$ cat src/osc_defs.svh
`ifndef OSC_DEFS_SVH
`define OSC_DEFS_SVH
// Register offsets
`define OSC_ADDR_EXP_HI 7'h06
`define OSC_ADDR_EXP_LO 7'h07
`define OSC_ADDR_MAX 7'h08
`define OSC_ADDR_SUM 7'h09
`define OSC_ADDR_MIN 7'h0a
`define OSC_ADDR_GRAB 7'h0b
`define OSC_ADDR_CTRL 7'h0d
`define OSC_ADDR_KEY 7'h3a
`define OSC_ADDR_INVREV 7'h3f
`define OSC_ADDR_BURST 7'h63
// Field positions and values
`define OSC_RESTART_KEY 8'h5a
`define OSC_CTRL_SLEEP_BIT 1
`define OSC_CTRL_CPI_BIT 0
`define OSC_CTRL_RST 2'h0
`define OSC_CTRL_PAD 6'h00
`define OSC_SUM_MSB 14
`define OSC_SUM_LSB 7
`define OSC_SUM_PEAK 15'h6f9f
`define OSC_SUM_BYTE_PEAK 8'hdf
`define OSC_PIX_PEAK 7'h7f
`define OSC_PIX_FIRST 8'h00
`define OSC_PIX_LAST 8'he0
`define OSC_BYTE_ZERO 8'h00
// Exposure control
`define OSC_EXP_RST 16'h0000
`define OSC_EXP_MIN 16'h0001
`define OSC_EXP_MAX 16'hffff
`define OSC_EXP_STEP 16'h0010
`define OSC_MAX_HIGH 7'h78
`define OSC_SUM_HIGH 15'h5800
`define OSC_SUM_LOW 15'h1800
// Displacement saturation
`define OSC_DELTA_POS 8'h7f
`define OSC_DELTA_NEG 8'h80
`endif

$ cat src/osc_pkg.sv
package osc_pkg;
  typedef enum logic [2:0] {
    BS_IDLE = 3'b000,
    BS_DX = 3'b001,
    BS_DY = 3'b010,
    BS_SQ = 3'b011,
    BS_EH = 3'b100,
    BS_EL = 3'b101,
    BS_MAX = 3'b110,
    BS_SUM = 3'b111
  } osc_burst_t;
  typedef logic [6:0] osc_pix_t;
endpackage : osc_pkg

$ cat src/osc_stat_if.sv
`timescale 1ns/1ps
interface osc_stat_if;
  import osc_pkg::*;
  logic pix_valid;
  logic pix_first;
  osc_pix_t pix_data;
  logic [7:0] pix_pos;
  logic frame_done;
  osc_pix_t max_val;
  osc_pix_t min_val;
  logic [14:0] sum_val;
  modport stats (input pix_valid, input pix_first, input pix_data, output pix_pos,
                 output frame_done, output max_val, output min_val, output sum_val);
  modport core (output pix_valid, output pix_first, output pix_data, input pix_pos,
                input frame_done, input max_val, input min_val, input sum_val);
endinterface : osc_stat_if

$ cat src/osc_frame_stats.sv
`timescale 1ns/1ps
`include "osc_defs.svh"
module osc_frame_stats
  import osc_pkg::*;
(
  input wire logic clk_sys_i,
  input wire logic rst_i,
  osc_stat_if.stats sif
);
  logic [7:0] cnt_r;
  osc_pix_t run_max_r;
  osc_pix_t run_min_r;
  logic [14:0] acc_r;
  osc_pix_t max_r;
  osc_pix_t min_r;
  logic [14:0] sum_r;
  logic done_r;
  logic first_w;
  logic [7:0] pos_w;
  osc_pix_t cur_max_w;
  osc_pix_t cur_min_w;
  logic [14:0] cur_acc_w;
  logic last_w;

  ////////////////////////////////////////////////////////////////////////////
  // Running statistics over one frame
  assign first_w = sif.pix_valid && sif.pix_first;
  assign pos_w = first_w ? `OSC_PIX_FIRST : cnt_r;
  assign cur_max_w = (first_w || sif.pix_data > run_max_r) ? sif.pix_data : run_max_r;
  assign cur_min_w = (first_w || sif.pix_data < run_min_r) ? sif.pix_data : run_min_r;
  assign cur_acc_w = 15'((first_w ? 15'h0000 : acc_r) + {8'h00, sif.pix_data});
  assign last_w = sif.pix_valid && pos_w == `OSC_PIX_LAST;

  always_ff @(posedge clk_sys_i)
  begin
    if (rst_i)
    begin
      cnt_r <= `OSC_PIX_FIRST;
      run_max_r <= 7'h00;
      run_min_r <= 7'h00;
      acc_r <= 15'h0000;
      max_r <= 7'h00;
      min_r <= 7'h00;
      sum_r <= 15'h0000;
      done_r <= 1'b0;
    end
    else
    begin
      done_r <= last_w;
      if (sif.pix_valid)
      begin
        cnt_r <= 8'(pos_w + 8'h01);
        run_max_r <= cur_max_w;
        run_min_r <= cur_min_w;
        acc_r <= cur_acc_w;
      end
      if (last_w)
      begin
        max_r <= cur_max_w;
        min_r <= cur_min_w;
        sum_r <= cur_acc_w;
      end
    end
  end

  assign sif.pix_pos = pos_w;
  assign sif.frame_done = done_r;
  assign sif.max_val = max_r;
  assign sif.min_val = min_r;
  assign sif.sum_val = sum_r;
endmodule : osc_frame_stats

$ cat src/osc_sensor_regs.sv
`timescale 1ns/1ps
`include "osc_defs.svh"
// Function
// - Exposure is 16-bit count, high 0x06, low 0x07
// - Exposure self-adjusts from mean and peak levels
// - Brightest pixel of frame, 0..127, every frame outside power down
// - Brightness total is sum bits 14..7
// - Darkest pixel at 0x0a, 0..127, every frame outside power down
// - Sampler captures at most one pixel per frame, none until read
// - Sampler read with pixel: flag, value, advance
// - Sampler write resets index, arms pixel zero
// - Settings bit 1 selects power down
// - Settings bit 0 selects 500/1000 cpi
// - Key 0x5a at 0x3a restarts chip
// - 0x3f reads inverted revision code
// - Reading 0x63 starts streaming burst readout
// - Burst order: dx, dy, quality, exposure, max, sum
// - Burst past total repeats brightness total
// - Raising select line ends the burst
// - Displacements signed, accumulated, cleared by reading
// - Quality byte is upper eight of nine bits
module osc_sensor_regs
  import osc_pkg::*;
#(
  // Arbitrary neutral revision code
  parameter logic [7:0] REV_CODE = 8'h2d
)
(
  input wire logic clk_sys_i,
  input wire logic sys_rst_i,
  input wire logic select_low_line_i,
  input wire logic [6:0] reg_addr_i,
  input wire logic reg_rd_i,
  input wire logic reg_wr_i,
  input wire logic [7:0] reg_wdata_i,
  output logic [7:0] reg_rdata_o,
  output logic reg_rvalid_o,
  input wire logic pix_valid_i,
  input wire logic pix_first_i,
  input wire logic [6:0] pix_data_i,
  input wire logic motion_valid_i,
  input wire logic [7:0] motion_dx_i,
  input wire logic [7:0] motion_dy_i,
  input wire logic [8:0] squal_i,
  output logic power_down_o,
  output logic counts_per_inch_select_o,
  output logic [15:0] exposure_o,
  output logic chip_restart_o
);
  function automatic logic hit(input logic [6:0] a, input logic [6:0] r);
    hit = (a == r);
  endfunction : hit

  function automatic logic [7:0] sat_add(input logic [7:0] a, input logic [7:0] b);
    logic [8:0] s;
    s = {a[7], a} + {b[7], b};
    if (s[8] != s[7])
      sat_add = s[8] ? `OSC_DELTA_NEG : `OSC_DELTA_POS;
    else
      sat_add = s[7:0];
  endfunction : sat_add

  function automatic logic [15:0] exp_step(input logic [15:0] e, input logic [6:0] mx,
                                           input logic [14:0] sm);
    if (mx > `OSC_MAX_HIGH || sm > `OSC_SUM_HIGH)
      exp_step = (e > 16'(`OSC_EXP_MIN + `OSC_EXP_STEP)) ? 16'(e - `OSC_EXP_STEP)
                                                         : `OSC_EXP_MIN;
    else if (sm < `OSC_SUM_LOW)
      exp_step = (e < 16'(`OSC_EXP_MAX - `OSC_EXP_STEP)) ? 16'(e + `OSC_EXP_STEP)
                                                         : `OSC_EXP_MAX;
    else
      exp_step = e;
  endfunction : exp_step

  osc_stat_if sif ();

  logic soft_rst_r;
  logic rst_w;
  logic [2:0] sel_sync_r;
  logic sel_lvl_r;
  osc_burst_t burst_r;
  osc_burst_t burst_nxt;
  logic [7:0] dx_acc_r;
  logic [7:0] dy_acc_r;
  logic [15:0] exp_r;
  logic [7:0] exp_lo_snap_r;
  logic [1:0] ctrl_r;
  osc_pix_t grab_hold_r;
  logic grab_valid_r;
  logic grab_armed_r;
  logic grab_pend_r;
  logic [7:0] grab_idx_r;
  logic [7:0] rdata_r;
  logic rvalid_r;

  logic burst_on_w;
  logic burst_go_w;
  logic burst_rd_w;
  logic grab_rd_w;
  logic grab_wr_w;
  logic grab_pop_w;
  logic arm_now_w;
  logic cap_w;
  logic exp_hi_rd_w;
  logic exp_lo_rd_w;
  logic dx_clr_w;
  logic dy_clr_w;
  logic key_w;
  logic ctrl_wr_w;
  logic [7:0] sum_byte_w;
  logic [7:0] grab_byte_w;
  logic [7:0] burst_byte_w;
  logic [7:0] addr_byte_w;
  logic [7:0] rd_byte_w;
  logic [7:0] dx_nxt;
  logic [7:0] dy_nxt;

  ////////////////////////////////////////////////////////////////////////////
  // Restart and select line
  assign key_w = reg_wr_i && hit(reg_addr_i, `OSC_ADDR_KEY) && reg_wdata_i == `OSC_RESTART_KEY;
  assign rst_w = sys_rst_i | soft_rst_r;

  always_ff @(posedge clk_sys_i)
  begin
    if (sys_rst_i)
      soft_rst_r <= 1'b0;
    else
      soft_rst_r <= key_w;
  end

  // Select line is high when idle; level taken once stages two and three agree
  always_ff @(posedge clk_sys_i)
  begin
    if (rst_w)
    begin
      sel_sync_r <= 3'b111;
      sel_lvl_r <= 1'b1;
    end
    else
    begin
      sel_sync_r <= {sel_sync_r[1:0], select_low_line_i};
      if (sel_sync_r[1] == sel_sync_r[2])
        sel_lvl_r <= sel_sync_r[2];
    end
  end

  ////////////////////////////////////////////////////////////////////////////
  // Access decode
  assign burst_on_w = burst_r != BS_IDLE;
  assign burst_go_w = reg_rd_i && !burst_on_w && hit(reg_addr_i, `OSC_ADDR_BURST);
  assign burst_rd_w = reg_rd_i && burst_on_w;
  assign grab_rd_w = reg_rd_i && !burst_on_w && hit(reg_addr_i, `OSC_ADDR_GRAB);
  assign grab_wr_w = reg_wr_i && hit(reg_addr_i, `OSC_ADDR_GRAB);
  assign grab_pop_w = grab_rd_w && grab_valid_r && !grab_wr_w;
  assign exp_hi_rd_w = (reg_rd_i && !burst_on_w && hit(reg_addr_i, `OSC_ADDR_EXP_HI)) ||
                       (burst_rd_w && burst_r == BS_EH);
  assign exp_lo_rd_w = (reg_rd_i && !burst_on_w && hit(reg_addr_i, `OSC_ADDR_EXP_LO)) ||
                       (burst_rd_w && burst_r == BS_EL);
  assign dx_clr_w = burst_go_w;
  assign dy_clr_w = burst_rd_w && burst_r == BS_DY;
  assign ctrl_wr_w = reg_wr_i && hit(reg_addr_i, `OSC_ADDR_CTRL);

  ////////////////////////////////////////////////////////////////////////////
  // Burst sequencer
  always_comb
  begin
    burst_nxt = burst_r;
    if (sel_lvl_r)
      burst_nxt = BS_IDLE;
    else if (burst_go_w)
      burst_nxt = BS_DY;
    else if (burst_rd_w)
    begin
      case (burst_r)
        BS_DY: burst_nxt = BS_SQ;
        BS_SQ: burst_nxt = BS_EH;
        BS_EH: burst_nxt = BS_EL;
        BS_EL: burst_nxt = BS_MAX;
        BS_MAX: burst_nxt = BS_SUM;
        BS_SUM: burst_nxt = BS_SUM;
        default: burst_nxt = BS_IDLE;
      endcase
    end
  end

  always_ff @(posedge clk_sys_i)
  begin
    if (rst_w)
      burst_r <= BS_IDLE;
    else
      burst_r <= burst_nxt;
  end

  ////////////////////////////////////////////////////////////////////////////
  // Displacement accumulators; new motion outweighs the read clear
  assign dx_nxt = dx_clr_w ? (motion_valid_i ? motion_dx_i : `OSC_BYTE_ZERO) :
                  (motion_valid_i ? sat_add(dx_acc_r, motion_dx_i) : dx_acc_r);
  assign dy_nxt = dy_clr_w ? (motion_valid_i ? motion_dy_i : `OSC_BYTE_ZERO) :
                  (motion_valid_i ? sat_add(dy_acc_r, motion_dy_i) : dy_acc_r);

  always_ff @(posedge clk_sys_i)
  begin
    if (rst_w)
    begin
      dx_acc_r <= `OSC_BYTE_ZERO;
      dy_acc_r <= `OSC_BYTE_ZERO;
    end
    else
    begin
      dx_acc_r <= dx_nxt;
      dy_acc_r <= dy_nxt;
    end
  end

  ////////////////////////////////////////////////////////////////////////////
  // Frame statistics and exposure loop; power down freezes the pixel stream
  assign sif.pix_valid = pix_valid_i && !ctrl_r[`OSC_CTRL_SLEEP_BIT];
  assign sif.pix_first = pix_first_i;
  assign sif.pix_data = pix_data_i;

  osc_frame_stats u_stats (
    .clk_sys_i(clk_sys_i),
    .rst_i(rst_w),
    .sif(sif.stats)
  );

  always_ff @(posedge clk_sys_i)
  begin
    if (rst_w)
    begin
      exp_r <= `OSC_EXP_RST;
      exp_lo_snap_r <= `OSC_BYTE_ZERO;
    end
    else
    begin
      if (sif.frame_done)
        exp_r <= exp_step(exp_r, sif.max_val, sif.sum_val);
      if (exp_hi_rd_w)
        exp_lo_snap_r <= exp_r[7:0];
    end
  end

  ////////////////////////////////////////////////////////////////////////////
  // Pixel sampler
  assign arm_now_w = grab_pend_r && sif.pix_valid && sif.pix_first;
  assign cap_w = (grab_armed_r || arm_now_w) && sif.pix_valid && sif.pix_pos == grab_idx_r &&
                 !grab_wr_w && !grab_pop_w;

  always_ff @(posedge clk_sys_i)
  begin
    if (rst_w)
    begin
      grab_hold_r <= 7'h00;
      grab_valid_r <= 1'b0;
      grab_armed_r <= 1'b0;
      grab_pend_r <= 1'b1;
      grab_idx_r <= `OSC_PIX_FIRST;
    end
    else if (grab_wr_w)
    begin
      grab_idx_r <= `OSC_PIX_FIRST;
      grab_valid_r <= 1'b0;
      grab_armed_r <= 1'b0;
      grab_pend_r <= 1'b1;
    end
    else if (grab_pop_w)
    begin
      grab_idx_r <= (grab_idx_r == `OSC_PIX_LAST) ? `OSC_PIX_FIRST : 8'(grab_idx_r + 8'h01);
      grab_valid_r <= 1'b0;
      grab_pend_r <= 1'b1;
    end
    else if (cap_w)
    begin
      grab_hold_r <= sif.pix_data;
      grab_valid_r <= 1'b1;
      grab_armed_r <= 1'b0;
      grab_pend_r <= 1'b0;
    end
    else if (arm_now_w)
    begin
      grab_armed_r <= 1'b1;
      grab_pend_r <= 1'b0;
    end
  end

  ////////////////////////////////////////////////////////////////////////////
  // Settings
  always_ff @(posedge clk_sys_i)
  begin
    if (rst_w)
      ctrl_r <= `OSC_CTRL_RST;
    else if (ctrl_wr_w)
      ctrl_r <= reg_wdata_i[1:0];
  end

  ////////////////////////////////////////////////////////////////////////////
  // Read path
  assign sum_byte_w = sif.sum_val[`OSC_SUM_MSB:`OSC_SUM_LSB];
  assign grab_byte_w = grab_valid_r ? {1'b1, grab_hold_r} : `OSC_BYTE_ZERO;
  assign burst_byte_w = (burst_r == BS_DY) ? dy_acc_r :
                        (burst_r == BS_SQ) ? squal_i[8:1] :
                        (burst_r == BS_EH) ? exp_r[15:8] :
                        (burst_r == BS_EL) ? exp_lo_snap_r :
                        (burst_r == BS_MAX) ? {1'b0, sif.max_val} :
                        (burst_r == BS_SUM) ? sum_byte_w : `OSC_BYTE_ZERO;
  assign addr_byte_w = hit(reg_addr_i, `OSC_ADDR_EXP_HI) ? exp_r[15:8] :
                       hit(reg_addr_i, `OSC_ADDR_EXP_LO) ? exp_lo_snap_r :
                       hit(reg_addr_i, `OSC_ADDR_MAX) ? {1'b0, sif.max_val} :
                       hit(reg_addr_i, `OSC_ADDR_SUM) ? sum_byte_w :
                       hit(reg_addr_i, `OSC_ADDR_MIN) ? {1'b0, sif.min_val} :
                       hit(reg_addr_i, `OSC_ADDR_GRAB) ? grab_byte_w :
                       hit(reg_addr_i, `OSC_ADDR_CTRL) ? {`OSC_CTRL_PAD, ctrl_r} :
                       hit(reg_addr_i, `OSC_ADDR_INVREV) ? ~REV_CODE :
                       `OSC_BYTE_ZERO;
  assign rd_byte_w = burst_go_w ? dx_acc_r : (burst_on_w ? burst_byte_w : addr_byte_w);

  always_ff @(posedge clk_sys_i)
  begin
    if (rst_w)
    begin
      rdata_r <= `OSC_BYTE_ZERO;
      rvalid_r <= 1'b0;
    end
    else
    begin
      rvalid_r <= reg_rd_i;
      if (reg_rd_i)
        rdata_r <= rd_byte_w;
    end
  end

  assign reg_rdata_o = rdata_r;
  assign reg_rvalid_o = rvalid_r;
  assign power_down_o = ctrl_r[`OSC_CTRL_SLEEP_BIT];
  assign counts_per_inch_select_o = ctrl_r[`OSC_CTRL_CPI_BIT];
  assign exposure_o = exp_r;
  assign chip_restart_o = soft_rst_r;
endmodule : osc_sensor_regs

$ cat config.mk
export PLATFORM = sky130hd
export DESIGN_NAME = osc_sensor_regs
export DESIGN_NICKNAME = d
export VERILOG_FILES = /design/src/osc_pkg.sv /design/src/osc_stat_if.sv /design/src/osc_frame_stats.sv /design/src/osc_sensor_regs.sv
export VERILOG_INCLUDE_DIRS = /design/src
export SDC_FILE = /design/constraint.sdc
export NUM_CORES = 1
export LEC_CHECK = 0
export ABC_AREA = 0
export BUFFER_PORTS_ARGS = -buffer_cell sky130_fd_sc_hd__buf_2
export CORE_ASPECT_RATIO = 0.7
export CORE_MARGIN = 8
export CORE_UTILIZATION = 55
export CTS_CLUSTER_SIZE = 20
export DETAILED_ROUTE_END_ITERATION = 10
export PLACE_DENSITY = 0.74
export SETUP_SLACK_MARGIN = 0.4
export SYNTH_ARGS = -nofsm -noshare
export SYNTH_HDL_FRONTEND = slang
export SYNTH_SLANG_ARGS = --single-unit
$ cat constraint.sdc
create_clock -name clk_sys_i -period 4.3 [get_ports clk_sys_i]
set_clock_uncertainty 0.2 [all_clocks]
set_input_delay 0.215 -clock clk_sys_i [delete_from_list [all_inputs] [get_ports clk_sys_i]]
set_output_delay 0.215 -clock clk_sys_i [all_outputs]
set_load 0.02 [all_outputs]
# ---- Word level (Yosys, flattened, before mapping)
# Cells that the tools add are included.
# W data, S select, Z words.
dict set report word_totals {
  register_bits 144
  latchBits 0
  mem_bits_rw 0
  mem_bits_ro 0
  input_bits 55
  output_inout_bits 28
  wordCells 153
  n_memories 0
}
dict set report op_classes {
  addsub 7
  n_mul 0
  div 0
  magnitude_cmp 7
  eq_ne 23
  shifts 0
  mux 43
  bitwise_logic 3
  n_reduce_logical 45
}
# op count
set ops {}
lappend ops {{$mux W8} 29}
lappend ops {{$mux W16} 4}
lappend ops {{$eq A7 B4 Y1 const B} 5}
lappend ops {{$logic_and A1 B1 Y1} 22}
lappend ops {{$add A8 B8 Y9} 2}
lappend ops {{$add A16 B5 Y16 const B} 1}
lappend ops {{$add A8 B1 Y8 const B} 2}
lappend ops {{$eq A8 B8 Y1 const B} 2}
lappend ops {{$gt A16 B5 Y1 const B} 1}
lappend ops {{$lt A16 B16 Y1 const B} 1}
lappend ops {{$sub A16 B5 Y16 const B} 1}
lappend ops {{$add A15 B7 Y15} 1}
lappend ops {{$gt A15 B15 Y1 const B} 1}
lappend ops {{$lt A15 B13 Y1 const B} 1}
lappend ops {{$mux W15} 1}
lappend ops {{$pmux W3 S5} 1}
lappend ops {{$eq A7 B3 Y1 const B} 2}
lappend ops {{$eq A7 B6 Y1 const B} 2}
lappend ops {{$mux W7} 2}
lappend ops {{$eq A3 B3 Y1 const B} 4}
lappend ops {{$reduce_bool A2 Y1} 5}
lappend ops {{$eq A8 B7 Y1 const B} 1}
lappend ops {{$eq A8 B8 Y1} 1}
lappend ops {{$eq A7 B7 Y1 const B} 1}
lappend ops {{other kinds (17)} 35}

# ---- Longest topological paths before layout
# Gate-level depths: netlist (run 1).
dict set report logic_depth {
  depth_word 11
  mapped_depth 13
}

# ---- Cells and area by module
# A second synthesis (run 1) with hierarchy kept.
dict set report unflattened {
  hier_cells 1153
  hier_area_um2 9076.2
}
# mod n_inst cells_each area_each_um2
set modules_own_cells {}
lappend modules_own_cells {osc_sensor_regs 1 737 5531.6}
lappend modules_own_cells {osc_frame_stats 1 416 3544.6}

# ---- Worst setup path before layout (run 1)
# Ideal clock, no wire load.
dict set report synth_timing {
  kind {flip-flop to flip-flop}
  startpoint {reg ctrl_r[1]}
  endpoint {reg u_stats.acc_r[14]}
  setup_ns 0.070
  arrival_ns 3.061
  required_time_ns 4.030
  setup_slack_ns 0.969
  stages_incl_launch_ff 13
  path_buffers 2
  cell_sequence {dfxtp_1 > nand3b_2 > clkbuf_1 > buf_1 > and2_1 > ha_1 > fa_1 > a21oi_1 > o21bai_1 > a21o_1 > nand2_1 > or4b_2 > a21oi_1}
}
dict set report synth_between {
  elab_chain_len 5
}
# element line_no
set synth_rtl {}
lappend synth_rtl {{start: declaration} osc_sensor_regs.sv:87} ;# logic [1:0] ctrl_r;
lappend synth_rtl {{start signal: assignment} osc_sensor_regs.sv:291} ;# ctrl_r <= `OSC_CTRL_RST;
lappend synth_rtl {{start signal: assignment} osc_sensor_regs.sv:293} ;# ctrl_r <= reg_wdata_i[1:0];
lappend synth_rtl {{$logic_not A1 Y1 *} osc_sensor_regs.sv:217} ;# assign sif.pix_valid = pix_valid_i && !ctrl_r[`OSC_CTRL_SLEEP_BIT];
lappend synth_rtl {{$logic_and A1 B1 Y1 *} osc_sensor_regs.sv:217}
lappend synth_rtl {{$logic_and A1 B1 Y1} osc_frame_stats.sv:27} ;# assign first_w = sif.pix_valid && sif.pix_first;
lappend synth_rtl {{$mux W15} osc_frame_stats.sv:31} ;# assign cur_acc_w = 15'((first_w ? 15'h0000 : acc_r) + {8'h00, sif.pix_data});
lappend synth_rtl {{$add A15 B7 Y15} osc_frame_stats.sv:31}
lappend synth_rtl {{end signal: assignment} osc_frame_stats.sv:55} ;# acc_r <= cur_acc_w;
lappend synth_rtl {{end: declaration} osc_frame_stats.sv:13} ;# logic [14:0] acc_r;
# Every way passes the cells marked *; elsewhere a longest branch is shown, timed or not.
# A chain may end at the register's enable or synchronous reset.

# ---- Worst setup path after layout (run 1)
# Ends and elaborated chain as after synthesis.

==> results of run 1 <==
==> power by group <==
group          total [mW]  internal [mW]  switching (mW)
registers            1.42           1.36          0.0603
logic               0.736          0.306           0.430
clock network        1.50          0.912           0.587
==> logic make-up after synthesis <==
family,synth area share
and+or+nand+nor,0.262
AOI/OAI and AO/OA,0.258
DFF,0.293
buffers and inverters,0.0529
adders and majority gates,0.0637
muxes,0.0475
xor gates and xnor gates,0.0238
==> worst min-delay path by stage <==
stage | to | cells after the start | slack [ns] | startpoint
2_1_floorplan | sel_sync_r[0] | 1 | 0.11 | select_low_line_i
3_3_place_gp | sel_sync_r[1] | 1 | 0.19 | sel_sync_r[0]
3_5_place_dp | sel_sync_r[1] | 1 | 0.19 | sel_sync_r[0]
4_1_cts | dx_acc_r[6] | 3 | 0.007 | motion_valid_i
5_1_grt | dx_acc_r[4] | 3 | 0.03 | motion_valid_i
6_report | dx_acc_r[5] | 3 | 0.01 | motion_dx_i[5]
==> worst reg2reg max path: stages, from the launching register on <==
cell	delay (ns)
dfxtp_1	0.40
nand3b_2	0.58
and2_1	0.35
ha_1	0.32
a21oi_1	0.08
o21bai_1	0.26
a21o_1	0.27
nand2_1	0.13
or4b_2	0.61
a21oi_1	0.15
==> synthesized netlist by cell type (21+ instances only) <==
cell type / instances
dfxtp_1: 140
nand2_1: 132
o21ai_0: 94
a21oi_1: 92
nor2_1: 84
nand3_1: 59
clkbuf_1: 55
ha_1: 44
inv_1: 40
mux2i_1: 32
nor3_1: 26
a31oi_1: 24
or3_1: 21
==> repair_timing <==
item | CTS | global route
hold buffers | 27 | 0
hold endpoints to repair | 39 | 0
resized for setup | 0 | 0
==> layer usage <==
layer | vias up | routed length, um
li1 | 4697 | -
met1 | 4671 | 14000
met2 | 392 | 12300
met3 | 42 | 2380
met4 | 0 | 327
met5 | - | 0
==> final cells by class <==
| class | count | area, sq um |
|---|---|---|
| fillers | 1582 | 6240 |
| multi-input cells | 974 | 6280 |
| clock inverters | 9 | 113 |
| inverters | 40 | 150 |
| repair buffers | 118 | 763 |
| flip-flops and latches | 140 | 2800 |
| clock buffers | 22 | 484 |
| well taps | 231 | 289 |
==> sequential cells by signal (all words and copies together), names as in the netlist, 2 cells and up <==
| register | cells |
|---|---|
| u_stats.acc_r | 15 |
| u_stats.run_min_r | 7 |
| u_stats.sif.min_val | 7 |
| dx_acc_r | 8 |
| exp_lo_snap_r | 6 |
| u_stats.sif.max_val | 7 |
| dy_acc_r | 8 |
| exposure_o | 14 |
| ctrl_r | 2 |
| u_stats.cnt_r | 8 |
| grab_idx_r | 8 |
| u_stats.run_max_r | 7 |
| reg_rdata_o | 8 |
| sel_sync_r | 3 |
| burst_r | 3 |
| grab_hold_r | 7 |
| u_stats.sif.sum_val | 15 |
==> impl_metrics.ini, run 1 <==
[run_status]
run_status = complete, no violations

[critical_path]
worstPathCellList = nand3b_2, and2_1, ha_1, a21oi_1, o21bai_1, a21o_1, nand2_1, or4b_2, a21oi_1
endpoint_kind = flip-flop
critical-path-slowest-cell = or4b_2
type_of_the_setup_path_with_the_least_slack = reg2reg
cp.depth = 9
r2r.worst_path.cells = 9
timing.critical_path.fanout_max = 22
worst_r2r_endpoint = u_stats.acc_r[14]
critical_path_s_top_delay_family = simple AND/OR/NAND/NOR gates
register_to_register_setup_slack_ns = 0.87
critical_path_required_ns = 4.47
critPathLaunch = ctrl_r[1]
crit_path_start_kind = flip-flop
critical_path_arrival_ns = 3.60
timing.critical_path.slowest_cell_delay_ns = 0.61
wp_buf_inv = 0
crit_top_cell = a21oi_1
crit-reg2reg-launch = ctrl_r[1]
crit_path_end = u_stats.acc_r[14]

[power_and_ir_drop]
ir_drop_v = 0.000223
report.power.total_mw = 3.65
power.static_leakage_nw = 4.13
power_density_over_the_cells_nw_per_um2 = 336

[timing]
setup_repair_after_global_routing_missed_its_margin = false
final_critical_path_setup_slack_ns = 0.866
hold_violations = 0
period_needed_ns = 3.43
timing.max_slew.rel_slack = 0.254
final_setup_violation_count = 0
finalMaxSlewViolations = 0
tns_ns = 0
worst_slew_pin_slew_ns = 1.12
timing.hold.ws_ns = 0.0128
post-route-period-util = 0.799
max_freq_mhz = 291

[synthesis]
post-synth-top-area-cell = dfxtp_1
syn_inst = 1235
synth_top_area_share = 0.293
synth.yosys.warnings = 0
yosys_most_used_dff = dfxtp_1
syn_avg_cell_area_sq_um = 7.76
ys_seq_elements = 140
seq_area_frac_synth = 0.293
synthArstFlopShare = 0
synth-edff-count = 0
mappedNetlistArea_sq_um = 9580
syn_nets = 1337
yosys.cell_types.count = 85
netlist_top_cells_area = dfxtp_1, ha_1, nand2_1, o21ai_0, a21oi_1

[floorplan]
dieArea_sq_um = 22000
top_level_ports = 83
die_width_um = 174
standard_cell_rows = 40
design.core.area_sq_um = 17100
dieHeight_um = 126
initial_core_util = 0.560

[cells_and_area]
antenna_cells = 0
finalCoreUtilization = 0.636
layout.cells.most_common_list = dfxtp_1, nand2_1, o21ai_0, a21oi_1, nor2_1
final-instance-count-excl-fill = 1534
synthToLayoutAreaGrowth_pct = 13.6
drive_above_1_share = 0.127
final_area_sq_um = 10900
mostFrequentLayoutCell = dfxtp_1
nNetsFinal = 1393

[grt]
global_router_s_overall_resource_usage = 0.253
grt_use_met3 = 0.0649
grt_antenna_before_repair = 0
grt_start_max_net_pins = 50
grt_first_pass_wirelength_um = 46600
grt.busiest_layer = met2
grt_pass1_vias = 9010
grt_overflow = 0
grt_util_met2 = 0.370
groute.layer.met1.usage = 0.362

[clocking]
cts.root.buffer_cell = clkbuf_16
clkSlewWorstSetupHoldPaths_ns = 0.06
max-clock-path-buffers = 2
clock_tree_from_tritoncts = done
clock_latency_ns = 0.44
cts_sinks = 140
cts_made_buffers = 17
htreeDepth = 4
cts.repair_timing.setup_buffer_count = 0

[route]
vias = 9802
routed_wl_um = 29000
final_antenna_net_count = 0
first_pass_iters = 5
remaining_drc_errors = 0
initialDrtViolationCount = 1471
post_drt_wl_per_cell_um = 18.9
routed_via_density = 6.39

[place]
preCtsSetupSlack_ns = 0.921
placed_cells = 1476
number_of_port_buffers = 81
gp_congestion = 0.934
hpwlAfterDp_um = 20500
placedInstanceArea_sq_um = 10000

[job]
max_cap_violations = 0

[worst_hold_path]
hold_path.class = in2reg
No activity file was read; power rests on OpenSTA's default activity.
==> inputs of run 2 (changes only) <==
- ABC_AREA: 0 -> 1
- PLACE_DENSITY: 0.74 -> 0.77
- clock period: 4.3 -> 3.1 ns (I/O delays scaled with it)
==> run 2 against run 1 <==
Global-route usage fell by 1.4 points; critical endpoint is now u_stats.sif.sum_val[11]; largest power group unchanged; sequential cell count unchanged; first-iteration DRC count down 23%.
==> impl_metrics.ini, run 2 <==
[route]
vias = 10100
post_drt_wl_per_cell_um = 14.3
routed_via_density = 5.36
final_antenna_net_count = 0
remaining_drc_errors = 0
routed_wl_um = 26800
initialDrtViolationCount = 1140
first_pass_iters = 5

[synthesis]
ys_seq_elements = 140
synthMostInstantiatedCell = nand2_1
syn_inst = 1523
syn_nets = 1625
synth.top_cells.by_count = nand2_1, inv_1, nor2_1, dfxtp_1, nand3_1
post-synth-top-area-cell = dfxtp_1
netlist_top_cells_area = dfxtp_1, nand2_1, inv_1, nor2_1, nand3_1
synthArstFlopShare = 0
seq_area_frac_synth = 0.296
yosys_most_used_dff = dfxtp_1
mappedNetlistArea_sq_um = 9470
syn_avg_cell_area_sq_um = 6.22
synth-edff-count = 0
synth_top_area_share = 0.296
synth.yosys.warnings = 0
yosys.cell_types.count = 48

[cells_and_area]
synthToLayoutAreaGrowth_pct = 18.5
final-instance-count-excl-fill = 1882
layout.cells.most_common_list = nand2_1, inv_1, nor2_1, dfxtp_1, nand3_1
drive_above_1_share = 0.115
finalCoreUtilization = 0.660
nNetsFinal = 1740
final_area_sq_um = 11200
mostFrequentLayoutCell = nand2_1
antenna_cells = 0

[timing]
setup_repair_after_global_routing_missed_its_margin = true
worst_slew_pin_slew_ns = 0.704
finalMaxSlewViolations = 0
timing.hold.ws_ns = 0.0106
final_setup_violation_count = 0
timing.max_slew.rel_slack = 0.527
post-route-period-util = 0.824
max_freq_mhz = 392
tns_ns = 0
period_needed_ns = 2.55
final_critical_path_setup_slack_ns = 0.546
hold_violations = 0

[run_status]
run_status = complete, no violations

[power_and_ir_drop]
report.power.total_mw = 5.12
ir_drop_v = 0.000278
power.static_leakage_nw = 5.60
power_density_over_the_cells_nw_per_um2 = 456

[grt]
grt_overflow = 0
grt_start_max_net_pins = 56
grt_antenna_before_repair = 0
grt_first_pass_wirelength_um = 43600
global_router_s_overall_resource_usage = 0.239
grt_pass1_vias = 8852

[critical_path]
register_to_register_setup_slack_ns = 0.55
crit_path_start_kind = flip-flop
type_of_the_setup_path_with_the_least_slack = reg2reg
critical_path_arrival_ns = 2.67
critical_path_required_ns = 3.22
timing.critical_path.fanout_max = 16
endpoint_kind = flip-flop

[place]
gp_congestion = 0.933
placed_cells = 1801
number_of_port_buffers = 81
preCtsSetupSlack_ns = 0.383
hpwlAfterDp_um = 19100
placedInstanceArea_sq_um = 10000

[clocking]
clock_latency_ns = 0.43
htreeDepth = 4
clock_tree_from_tritoncts = done
max-clock-path-buffers = 2
cts_made_buffers = 17
cts.root.buffer_cell = clkbuf_16
clkSlewWorstSetupHoldPaths_ns = 0.06
cts_sinks = 140

[floorplan]
standard_cell_rows = 40
design.core.area_sq_um = 17000
top_level_ports = 83
initial_core_util = 0.556
die_width_um = 173
dieArea_sq_um = 21700
dieHeight_um = 126

[job]
max_cap_violations = 0

[worst_hold_path]
hold_path.class = in2reg
run 2: cell types whose count changed in the layout (fill, tap and decap cells not counted), sizes merged, moves of 14 or more:
cell,previous run,this run
a31oi,26,2
and2,20,0
and3,18,1
inv,40,241
mux2i,32,0
nand2,132,401
nand2b,17,1
nand3,59,128
nor2,85,175
nor2b,14,0
or3,24,0
xor2,11,30
run 2: final cells by class:
cell class                      count  area, sq um
Fill cell                        1521         5790
Sequential cell                   140         2810
Tap cell                          231          289
Multi-Input combinational cell   1097         5640
Clock inverter                      9          111
Clock buffer                       23          488
Inverter                          242          911
Timing Repair Buffer              140          975
run 2: final timing paths:
| path | to | from | depth (start not counted) |
|---|---|---|---|
| hold reg to reg | sel_sync_r[1] | sel_sync_r[0] | 1 |
| setup / recovery | u_stats.sif.sum_val[11] | ctrl_r[1] | 15 |
| setup reg to reg | u_stats.sif.sum_val[11] | ctrl_r[1] | 15 |
| hold / removal | reg_rdata_o[2] | squal_i[3] | 7 |
run 2: logic make-up after synthesis:
family	after synthesis	share of synthesized area
compound gates	240	0.139
flops	140	0.296
fa+ha+maj	47	0.0645
simple gates	777	0.352
buf+inv	287	0.119
xor+xnor	32	0.0296
run 2: report_power, final:
part	total (mW)	switching, mW	internal, mW
registers	1.97	0.0799	1.89
logic	1.08	0.668	0.410
clock network	2.07	0.803	1.27
total	5.12	1.55	3.57
run 2: critical path, stage by stage, from the launching register on:
cell and delay [ns]:
dfxtp_2 0.34, nor2_4 0.17, nand2_8 0.12, buf_12 0.17, nand2_1 0.06, inv_1 0.06
ha_4 0.29, nand2_1 0.06, nor2_1 0.11, nand2_1 0.08, nand2_2 0.09, nand4_1 0.19
xor2_1 0.26, nand2_1 0.09, o211ai_1 0.09, inv_1 0.05
run 2: timing repair:
action | in CTS | in global routing
resized for setup | 4 | 16
buffers inserted | 0 | 10
endpoints found under the setup margin | 2 | 47
hold endpoints to repair | 58 | 0
hold buffers | 37 | 0
cloned | 0 | 2
pin swaps | 2 | 3
run 2: routing by layer:
layer	vias up	GRT usage	routed length (um)	part of all wire
li1	5137	-	-	-
met1	4518	0.351	13000	0.49
met2	387	0.348	11100	0.41
met3	38	0.0427	2340	0.087
met4	0	0.0718	371	0.014
met5	-	0	0	0
